**src/att_defs.vh**
```
// constants for the converter threshold trigger block
`ifndef ATT_DEFS_VH
`define ATT_DEFS_VH

// word indices; byte address is four times the index
`define ATT_IDX_LOWER    6'h18
`define ATT_IDX_UPPER    6'h19
`define ATT_IDX_STATUS   6'h1a

`define ATT_NCH          4
`define ATT_THR_W        12
`define ATT_MODE_W       2
`define ATT_THR_LSB      0
`define ATT_MODE_LSB     12
`define ATT_CH_STRIDE    16

`define ATT_MODE_NEVER   2'h0
`define ATT_MODE_ABOVE   2'h1
`define ATT_MODE_AT_BELOW 2'h2
`define ATT_MODE_UNDEF   2'h3

`define ATT_RESET_WORD   32'h00000000
`define ATT_RESET_MODE   2'h0
`define ATT_RESET_THR    12'h000

`endif

```
**src/att_chan.v**
```verilog
// one channel comparator: reading against threshold by trigger type
`include "att_defs.vh"

module att_chan (
  input  wire [1:0]  mode,
  input  wire [11:0] threshold,
  input  wire [11:0] reading,
  output reg         hit
);

  always @* begin
    case (mode)
      `ATT_MODE_ABOVE:    hit = (reading > threshold);
      `ATT_MODE_AT_BELOW: hit = (reading <= threshold);
      `ATT_MODE_NEVER:    hit = 1'b0;
      default:            hit = 1'b0;
    endcase
  end

endmodule

```
**src/att_top.v**
```verilog
// threshold trigger block for four converter channels, apb register slave
// Notes on behaviour
// - two-bit trigger type at bits 13..12 selects channel zero behaviour.
// - type 00 never raises the channel zero trigger.
// - type 01 triggers while reading is strictly above threshold.
// - type 10 triggers while reading is at or below threshold.
// - bits 11..0 hold the twelve-bit channel zero threshold.
// - combined trigger is the OR of all four channel triggers.
// - bits 31..30 of the upper-channel register are reserved.
`include "att_defs.vh"

module att_top (
  input  wire        pclk,
  input  wire        presetn,
  input  wire        psel,
  input  wire        penable,
  input  wire        pwrite,
  input  wire [7:0]  paddr,
  input  wire [31:0] pwdata,
  output reg  [31:0] prdata,
  output reg         pready,
  output reg         pslverr,
  input  wire [11:0] analog_channel_zero_reading,
  input  wire [11:0] analog_channel_one_reading,
  input  wire [11:0] analog_channel_two_reading,
  input  wire [11:0] analog_channel_three_reading,
  output reg  [3:0]  chan_trigger,
  output reg         combined_trigger
);

  wire [47:0] readings;
  wire [7:0]  modes;
  wire [47:0] thrs;
  wire [3:0]  hits;
  wire [5:0]  word_idx;
  wire        access;
  wire        sel_lower;
  wire        sel_upper;
  wire        sel_status;
  wire        mapped;
  wire        wr_en;
  reg  [31:0] rd_word;

  assign readings = {analog_channel_three_reading,
                     analog_channel_two_reading,
                     analog_channel_one_reading,
                     analog_channel_zero_reading};

  assign word_idx   = paddr[7:2];
  assign access     = psel & penable;
  assign sel_lower  = (word_idx == `ATT_IDX_LOWER);
  assign sel_upper  = (word_idx == `ATT_IDX_UPPER);
  assign sel_status = (word_idx == `ATT_IDX_STATUS);
  assign mapped     = sel_lower | sel_upper | sel_status;
  // write lands only at the edge that completes the access
  assign wr_en      = access & pready & pwrite & (sel_lower | sel_upper);

  ////////////////////////////////////////////////////////////////////////
  // per-channel settings and comparators

  genvar ch;
  generate
    for (ch = 0; ch < `ATT_NCH; ch = ch + 1) begin : g_ch
      localparam [5:0] MY_IDX = (ch < 2) ? `ATT_IDX_LOWER : `ATT_IDX_UPPER;
      localparam integer LANE = (ch % 2) * `ATT_CH_STRIDE;
      reg [1:0]  mode;
      reg [11:0] thr;

      always @(posedge pclk or negedge presetn) begin
        if (!presetn) begin
          mode <= `ATT_RESET_MODE;
          thr  <= `ATT_RESET_THR;
        end else if (wr_en && (word_idx == MY_IDX)) begin
          mode <= pwdata[LANE + `ATT_MODE_LSB +: `ATT_MODE_W];
          thr  <= pwdata[LANE + `ATT_THR_LSB +: `ATT_THR_W];
        end
      end

      assign modes[ch*2 +: 2] = mode;
      assign thrs[ch*12 +: 12] = thr;

      att_chan u_chan (
        .mode      (mode),
        .threshold (thr),
        .reading   (readings[ch*12 +: 12]),
        .hit       (hits[ch])
      );
    end
  endgenerate

  ////////////////////////////////////////////////////////////////////////
  // trigger outputs, registered so they are glitch free at the pins

  always @(posedge pclk or negedge presetn) begin
    if (!presetn) begin
      chan_trigger     <= 4'h0;
      combined_trigger <= 1'b0;
    end else begin
      chan_trigger     <= hits;
      combined_trigger <= |hits;
    end
  end

  ////////////////////////////////////////////////////////////////////////
  // read mux; reserved bits 31..30 and 15..14 read as zero

  always @*begin
    rd_word = `ATT_RESET_WORD;
    if (sel_lower) begin
      rd_word = {2'h0, modes[3:2], thrs[23:12],
                 2'h0, modes[1:0], thrs[11:0]};
    end else if (sel_upper) begin
      rd_word = {2'h0, modes[7:6], thrs[47:36],
                 2'h0, modes[5:4], thrs[35:24]};
    end else if (sel_status) begin
      rd_word = {27'h0, combined_trigger, chan_trigger};
    end
  end

  ////////////////////////////////////////////////////////////////////////
  // apb answer: one wait state, so every response comes from a flop

  always @(posedge pclk or negedge presetn) begin
    if (!presetn) begin
      pready  <= 1'b0;
      pslverr <= 1'b0;
      prdata  <= `ATT_RESET_WORD;
    end else begin
      pready <= access & ~pready;
      if (access && !pready) begin
        pslverr <= ~mapped;
        prdata  <= (pwrite || !mapped) ? `ATT_RESET_WORD : rd_word;
      end else begin
        pslverr <= 1'b0;
      end
    end
  end

endmodule

```
**config.mk**
```make
export PLATFORM = sky130hd
export DESIGN_NAME = att_top
export DESIGN_NICKNAME = d
export VERILOG_FILES = /design/src/att_chan.v /design/src/att_top.v
export VERILOG_INCLUDE_DIRS = /design/src
export SDC_FILE = /design/constraint.sdc
export NUM_CORES = 1
export LEC_CHECK = 0
export BUFFER_PORTS_ARGS = -buffer_cell sky130_fd_sc_hd__clkbuf_2
export CORE_MARGIN = 2
export CORE_UTILIZATION = 50
export CTS_BUF_LIST = sky130_fd_sc_hd__clkbuf_2
export DETAILED_ROUTE_END_ITERATION = 16
export PLACE_DENSITY = 0.83
export SYNTH_ARGS = -nofsm -noshare
export SYNTH_HDL_FRONTEND = slang
export SYNTH_SLANG_ARGS = --single-unit
```
**constraint.sdc**
```tcl
create_clock -name pclk -period 2.8 [get_ports pclk]
set_input_delay 0.56 -clock pclk [delete_from_list [all_inputs] [get_ports pclk]]
set_output_delay 0.56 -clock pclk [all_outputs]
set_load 0.02 [all_outputs]
```
==> flow_summary.yaml, run 1 <==
run_status:
  outcome: "finished, final reports clean"
sta:
  slew_headroom_pct: 51.8
  hold_viol_final: 0
  fmax_ghz: 0.409
  final.setup.tns_ps: 0
  maxSlewViolCount: 0
  setup_viol: 0
  rsz0062_at_grt: "false"
  tightest_slew_ps: 722
  min_period_ps: 2450
  finalClockSkew_ps: 15.1
  finalCritPeriodShare_pct: 87.4
  worst_slack_ps: 354
yosys:
  synth_cell_types: 39
  yosysSeqAreaShare_pct: 47.0
  netlist_instances: 496
  avgSynthCellArea_um2: 9.76
  yosys_most_used_dff: "dfrtp_1"
  synth-async-reset-ratio_pct: 100
  synth_edf_count: 0
  synth-seq-cells: 91
  ys_warn_count: 0
  syn-cell-area_um2: 4840
power:
  p_leak_nw: 3.13
  switchingPower_mw: 0.632
  seqPwrFrac_pct: 61.6
  p_sw_share_pct: 28.7
  p_clk_share_pct: 26.7
  total_power_mw: 2.20
  vdd_drop_max_uv: 186
  power.density_nw_per_um2: 385
  internal_power_mw: 1.57
  pwr-share-comb_pct: 11.7
placement:
  routabilityCongestion: 0.887
  port_buffers: 121
  pre_cts_slack_ps: 195
  dpl_cell_area_um2: 5610
  dp_hpwl_mm: 9.36
clock_tree:
  clkTransAtPathRegs_ps: 250
  cts-resized-gates: 0
  clockBufferDepth: 2
  clkSinkCount: 91
  ctsHtreeMaxLevel: 3
  holdBufCountCts: 0
  clock_latency_ps: 540
  post_cts_buffers: 0
  tritoncts: "yes"
  root_buffer: "clkbuf_2"
  cts-buffers-inserted: 9
die:
  ios: 132
  rows: 35
  start_util_pct: 51.9
  die_h_um: 102
  die_w_um: 102
  coreArea_um2: 9330
  die_area_um2: 10500
route:
  vias: 4135
  postRouteAntennaNets: 0
  drt_iter0_drc: 221
  route.detailed.drc: 0
  wire_per_inst_um: 16.4
  wirelength_mm: 12.3
  viasPerCell: 5.51
  dr.pass1.iters: 5
finish:
  utilization_pct: 61.2
  syn_to_final_growth_pct: 18.0
  antenna_cells: 0
  fin_nets: 758
  drive_gt1_share_pct: 27.2
  fin_area_um2: 5710
critical_path:
  cp.required_ps: 3240
  crit_fanout: 2
  cp.arrival_ps: 2890
  end_kind: "flop"
  critPathKind: "reg2reg"
  worst_setup_path_start_kind: "flop"
  ff2ff_path_depth: 8
global_routing:
  grt_usage_pct: 24.5
  grt_max_degree: 57
  grt_pass1_vias: 4177
  grt-ovfl-total: 0
  grt_pass1_wl_mm: 19.6
  antenna_found_initial: 0
worst_hold_path:
  hp-class: "in2async"
run:
  max-cap-violations: 0
cell type report:
cell class | count | area (um2)
fill | 810 | 3620
multi-input combinational | 333 | 2280
sequential | 91 | 2280
timing repair buffer | 132 | 703
inverter | 50 | 188
tap | 129 | 161
clock inverter | 7 | 55.1
clock buffer | 9 | 45.0
power by group through the flow:
stage          registers [mW]  logic [mW]  clock network, mW
2_1_floorplan            1.39       0.108                  0
3_3_place_gp             1.38       0.243                  0
3_5_place_dp             1.38       0.257                  0
4_1_cts                  1.36       0.258              0.603
5_1_grt                  1.36       0.287              0.655
6_report                 1.36       0.257              0.587
Yosys cell counts (all sizes together) (3+ instances only):
| library cell | number | share of area (%) |
|---|---|---|
| o21ai | 50 | 5.2 |
| a21oi | 17 | 1.8 |
| nand2 | 98 | 7.6 |
| nor3 | 5 | 0.72 |
| buf | 11 | 1.4 |
| nand2b | 9 | 1.2 |
| o221ai | 23 | 4.2 |
| a21o | 3 | 0.47 |
| clkbuf | 14 | 1.1 |
| dfrtp | 91 | 47 |
| mux2i | 9 | 1.9 |
| nor2 | 3 | 0.23 |
| o211ai | 4 | 0.83 |
| a22o | 5 | 0.90 |
| a211oi | 3 | 0.47 |
| nor2b | 4 | 0.67 |
| o41ai | 3 | 0.85 |
| inv | 50 | 3.9 |
| nand3 | 7 | 0.72 |
| ha | 48 | 12 |
| or3 | 3 | 0.39 |
| nand4 | 13 | 1.7 |
| a21boi | 3 | 0.47 |
| mux2 | 12 | 2.8 |
cells in the final DEF, fill, tap and decap left out, types with 2 or more instances in the layout:
master,instances
mux2i_1,9
o21ai_0,50
nand2b_1,9
inv_1,49
a21o_1,3
a211oi_1,3
o41ai_2,2
mux2_2,12
clkbuf_2,129
nor2b_1,3
o211ai_1,2
ha_1,48
nand2_1,98
o211ai_2,2
nor2_1,2
o221ai_1,23
buf_4,11
a22o_1,5
nor3_1,3
nand3_1,7
clkinv_4,5
nand4_1,13
a21oi_1,17
a21boi_1,2
conb_1,4
or3_1,3
dfrtp_1,91
logic make-up after synthesis:
group | after synthesis | synth area share, %
compound gates | 113 | 15.4
fa+ha+maj | 48 | 12.4
buf+inv | 75 | 6.36
flops | 91 | 47.0
mux | 21 | 4.65
other cells | 1 | 0.0774
simple gates | 147 | 14.1
state kept, by name, summed over array words and instances (netlist names):
signal,count
chan_trigger,4
combined_trigger,1
g_ch.mode,8
g_ch.thr,48
prdata,28
pready,1
pslverr,1
worst max-delay path: stages, from the launching register on:
cell      delay, ps
dfrtp_1         440
inv_1            90
ha_1            260
nor2b_4         140
o211ai_2        140
a211oi_1        100
o41ai_2         470
mux2i_1         180
or4_1           530
per-layer routing:
metal  track usage (%)  wire length, um
met1              30.5             5040
met3              5.75              764
met4              9.33              275
met2              41.8             6260
met5                 0                0
worst paths after layout:
path,from,endpoint,slack (ps)
worst max-delay path,g_ch[3].thr[1],combined_trigger,350
worst min-delay path,presetn,prdata[25],40
worst max register to register,g_ch[3].thr[1],combined_trigger,350
worst min register to register,prdata[23],prdata[23],510
max in group asynchronous,presetn,g_ch[1].thr[7],2170
min in group pclk,pwdata[26],g_ch[3].thr[10],220
stage by stage:
step | hold slack [ps] | instances
after floorplan | 264 | 499
after global placement | 459 | 735
after detailed placement | 463 | 735
after CTS | 24.4 | 751
after global routing | 25.1 | 751
final | 35.4 | 751
No activity file was read; power rests on OpenSTA's default activity.
==> run 2: changes to the inputs <==
PLACE_DENSITY = 0.82   (was 0.83)
SYNTH_HIERARCHICAL = 1   (was not set)
==> run 2 against run 1 <==
Cell area increased by 3.9%. Global-route usage down 2.3 points. Worst setup slack better by 7.7 ps. Register-to-register slack hardly changed.
==> flow_summary.yaml, run 2 <==
critical_path:
  critPathKind: "reg2reg"
  cp_num_buf_inv: 1
  cp.required_ps: 3250
  r2r-end: "combined_trigger"
  cp_top_family: "simple AND/OR/NAND/NOR gates"
  worst_setup_path_start_kind: "flop"
  ff2ff_path_depth: 8
  end_kind: "flop"
  cpMaxStageDelayCell: "or4_1"
  crit_fanout: 3
  cp.arrival_ps: 2880
  reg2reg_from: "g_ch[1].thr[6]"
  cpPeakStageDelay_ps: 530
  reg2reg_slack_ps: 360
  cp_cell_sequence: "inv_1 -> ha_1 -> nand2_1 -> o21ai_0 -> or2b_1 -> a31oi_1 -> mux2i_1 -> or4_1"
yosys:
  yosys.cell_count.top_type: "dfrtp_1"
  synthTopCellsByArea: "dfrtp_1 (45%), mux2_2 (12%), ha_1 (12%)"
  yosysSeqAreaShare_pct: 45.0
  avgSynthCellArea_um2: 11.2
  synth-async-reset-ratio_pct: 100
  syn-cell-area_um2: 5060
  synth_top_area_share_pct: 45.0
  ys_warn_count: 6
  synth_edf_count: 0
  yosys_most_used_dff: "dfrtp_1"
  synth-seq-cells: 91
  synth_cell_types: 34
  netlist_instances: 451
  synth_commonest_cells: "dfrtp_1 (91), mux2_2 (55), inv_1 (49)"
  synth_top_area_cell: "dfrtp_1"
clock_tree:
  cts-resized-gates: 0
  clock_latency_ps: 550
  tritoncts: "yes"
  clkTransAtPathRegs_ps: 260
  clockBufferDepth: 2
  root_buffer: "clkbuf_2"
  ctsHtreeMaxLevel: 3
  cts-buffers-inserted: 9
  clkSinkCount: 91
die:
  die_h_um: 105
  die_area_um2: 10900
  coreArea_um2: 9820
  start_util_pct: 51.6
  die_w_um: 105
  ios: 132
  rows: 36
placement:
  pre_cts_slack_ps: 188
  dp_cells: 693
  port_buffers: 121
  dp_hpwl_mm: 8.98
  dpl_cell_area_um2: 5790
  routabilityCongestion: 0.867
sta:
  finalCritPeriodShare_pct: 87.1
  min_period_ps: 2440
  slew_headroom_pct: 32.6
  worst_slack_ps: 362
  rsz0062_at_grt: "false"
  final.setup.tns_ps: 0
  maxSlewViolCount: 0
  setup_viol: 0
  finalClockSkew_ps: 32.1
  hold_viol_final: 0
  tightest_slew_ps: 1010
  fmax_ghz: 0.410
global_routing:
  antenna_found_initial: 0
  grt_pass1_vias: 3973
  grt_usage_pct: 22.3
  grt_pass1_wl_mm: 19.2
  grt_max_degree: 51
  grt-ovfl-total: 0
finish:
  n_fill_cell: 849
  drive_gt1_share_pct: 34.8
  largest-register: "g_ch.thr"
  layout_commonest_cell: "clkbuf_2"
  largest_reg_flops: 48
  syn_to_final_growth_pct: 17.2
  fin_cells: 710
  fin_area_um2: 5930
  utilization_pct: 60.4
  antenna_cells: 0
  reg_top3: "g_ch.thr: 48 flops, prdata: 28 flops, g_ch.mode: 8 flops"
  fin_nets: 713
  mostFrequentLayoutCells: "clkbuf_2 (131), dfrtp_1 (91), mux2_2 (55)"
run:
  max-cap-violations: 0
worst_hold_path:
  min-delay-start: "pwdata[12]"
  hp-class: "in2reg"
  hold_path_depth: 2
  min_to: "g_ch[0].mode[0]"
route:
  wirelength_mm: 11.8
  postRouteAntennaNets: 0
  wire_per_inst_um: 16.6
  drt_iter0_drc: 125
  vias: 3832
  route.detailed.drc: 0
  viasPerCell: 5.40
  dr.pass1.iters: 6
power:
  power.density_nw_per_um2: 397
  vdd_drop_max_uv: 204
  p_leak_nw: 2.98
run_status:
  outcome: "finished, final reports clean"
## run 2: logic make-up after synthesis
family / Yosys count / synth area share (%)
adders and majority gates: 48 / 11.9
and+or+nand+nor: 81 / 8.90
muxes: 88 / 18.8
DFF: 91 / 45.0
AOI/OAI and AO/OA: 71 / 9.24
other: 1 / 0.0741
buffers and inverters: 71 / 6.18
## run 2: area by class of cell
type	instances	area, um2	share of cell area (%)
multi-input combinational	292	2490	42.0
sequential	91	2280	38.4
timing repair buffer	129	683	11.5
inverter	49	184	3.10
tap	133	166	2.80
clock inverter	5	77.6	1.31
clock buffer	11	55.1	0.928
## run 2: worst max path at each step
stage / start / to / slack (ps) / depth (start not counted)
3_3_place_gp: analog_channel_one_reading[1] / combined_trigger / 270 / 8
4_1_cts: g_ch[1].thr[6] / combined_trigger / 360 / 8
3_5_place_dp: analog_channel_one_reading[5] / combined_trigger / 190 / 8
2_1_floorplan: analog_channel_one_reading[1] / combined_trigger / 640 / 7
5_1_grt: g_ch[1].thr[7] / combined_trigger / 260 / 8
6_report: g_ch[1].thr[6] / combined_trigger / 360 / 8
## run 2: layer usage
metal / wire length [um] / global-route usage, % / vias up
li1: - / - / 1833
met1: 4970 / 27.2 / 1867
met2: 5950 / 38.9 / 114
met3: 623 / 4.05 / 18
met4: 228 / 9.14 / 0
met5: 0 / 0 / -
## run 2: repair_timing
action                                 in CTS  in global routing
endpoints found under the hold margin      39                  0
hold buffers                                1                  0
setup buffers                               0                  0
## run 2: power breakdown
part           internal, mW  switching (mW)
clock                 0.300           0.433
sequential             1.33          0.0104
combinational         0.124           0.159
total                  1.75           0.602
## run 2: stage by stage
stage | hold slack [ps] | total power, mW
after floorplan | 264 | 1.50
after global placement | 461 | 1.63
after detailed placement | 467 | 1.65
after CTS | 189 | 2.37
after global routing | 188 | 2.46
final | 229 | 2.36
==> run 3: changes to the inputs <==
CORE_UTILIZATION = 35   (was 50)
PLACE_DENSITY = 0.63   (was 0.82)
==> run 3 against run 2 <==
Largest cell class unchanged. Utilization down 18 points. Combinational power about the same. Cell count up 6.6%. Global-route usage down 5.9 points. Worst hold slack worse by 35 ps. Critical path depth unchanged. Via count down 0.99%.
==> flow_summary.yaml, run 3 (same netlist as run 2, synthesis figures left out) <==
placement:
  dp_hpwl_mm: 9.31
  port_buffers: 121
  routabilityCongestion: 0.839
global_routing:
  grt-ovfl-total: 0
  grt_pass1_vias: 4027
  grt_max_degree: 71
  grt_pass1_wl_mm: 20.2
  antenna_found_initial: 0
  grt_usage_pct: 16.4
critical_path:
  r2r-end: "combined_trigger"
  worst_setup_path_start_kind: "flop"
  ff2ff_path_depth: 8
  critPathKind: "reg2reg"
  crit_fanout: 3
  crit_end: "combined_trigger"
  cp.required_ps: 3280
  end_kind: "flop"
  reg2reg_from: "g_ch[1].thr[1]"
  critPathLaunch: "g_ch[1].thr[1]"
  cp.arrival_ps: 2800
  reg2reg_slack_ps: 480
worst_hold_path:
  hp-class: "in2reg"
  min-delay-start: "pwdata[12]"
route:
  viasPerCell: 5.01
  wire_per_inst_um: 16.2
  drt_iter0_drc: 120
  dr.pass1.iters: 6
  postRouteAntennaNets: 0
  wirelength_mm: 12.3
  vias: 3794
  route.detailed.drc: 0
clock_tree:
  clock_latency_ps: 580
  tritoncts: "yes"
  root_buffer: "clkbuf_2"
  holdBufCountCts: 1
  clkSinkCount: 91
  post_cts_buffers: 0
  cts-buffers-inserted: 9
  clockBufferDepth: 2
  cts-resized-gates: 0
  ctsHtreeMaxLevel: 3
  clkTransAtPathRegs_ps: 250
sta:
  maxSlewViolCount: 0
  rsz0062_at_grt: "false"
  final.setup.tns_ps: 0
  fmax_ghz: 0.431
  finalCritPeriodShare_pct: 82.8
  setup_viol: 0
  finalClockSkew_ps: 31.0
  min_period_ps: 2320
  hold_viol_final: 0
die:
  coreArea_um2: 14000
  ios: 132
  start_util_pct: 36.2
  die_h_um: 124
  die_area_um2: 15400
  die_w_um: 124
  rows: 43
run_status:
  outcome: "finished, final reports clean"
power:
  power.density_nw_per_um2: 378
  p_leak_nw: 2.97
  vdd_drop_max_uv: 297
  total_power_mw: 2.26
finish:
  antenna_cells: 0
  layout_commonest_cell: "clkbuf_2"
  drive_gt1_share_pct: 34.8
  mostFrequentLayoutCells: "clkbuf_2 (129), dfrtp_1 (91), mux2_2 (55)"
  n_fill_cell: 1336
  largest_reg_flops: 48
  reg_top3: "g_ch.thr: 48 flops, prdata: 28 flops, g_ch.mode: 8 flops"
  largest-register: "g_ch.thr"
  syn_to_final_growth_pct: 18.2
  fin_nets: 714
run:
  max-cap-violations: 0
==> run 3: cell types whose count changed in the layout (fill, tap and decap cells not counted) <==
cell	before	now
bufinv_16	2	1
clkinv_2	1	3
clkbuf_2	131	129
buf_12	1	2
==> run 3: worst max-delay path: stages, from the launching register on <==
cell	delay [ps]
dfrtp_1	420
inv_1	50
ha_1	290
nor2b_1	120
o211ai_1	110
a211o_1	270
a31oi_1	280
mux2i_1	160
or4_1	530
==> run 3: final cells by class <==
type                            instances  area (um2)  share of cell area, %
Multi-Input combinational cell        292        2490                   41.6
Sequential cell                        91        2280                   38.1
Timing Repair Buffer                  130         703                   11.8
Tap cell                              180         225                   3.76
Inverter                               49         184                   3.07
Clock inverter                          6        57.6                  0.962
Clock buffer                            9        45.0                  0.753
==> run 3: how the worst min path moves through the flow <==
stage / slack [ps] / to / depth (start not counted)
2_1_floorplan: 260 / chan_trigger[0] / 0
6_report: 190 / g_ch[0].mode[0] / 2
3_5_place_dp: 470 / prdata[20] / 2
5_1_grt: 130 / g_ch[1].thr[10] / 2
4_1_cts: 140 / g_ch[0].mode[0] / 2
3_3_place_gp: 460 / prdata[23] / 2
==> run 3: where the power goes <==
| group | internal, mW | switching, mW |
|---|---|---|
| Combinational | 0.125 | 0.157 |
| Sequential | 1.33 | 0.0103 |
| Clock | 0.196 | 0.446 |
| Total | 1.65 | 0.613 |
==> run 3: metal layers <==
layer  share of wire (%)  global-route usage (%)  vias up
met5                   0                       0        -
met4                 1.9                    6.15        0
met3                 6.6                    4.73       15
met2                  47                    26.9      110
met1                  44                    20.5     1825
li1                    -                       -     1844
==> run 3: stage by stage <==
stage               utilization (%)  instances  area [um2]  setup slack, ps  hold WS (ps)
detailed placement             42.0        741        5870              256           469
finish                         42.8        757        5980              481           194
global placement               42.0        741        5870              266           461
CTS                            42.8        757        5980              447           136
global route                   42.8        757        5980              280           128
floorplan                         -        454        5070              643           264
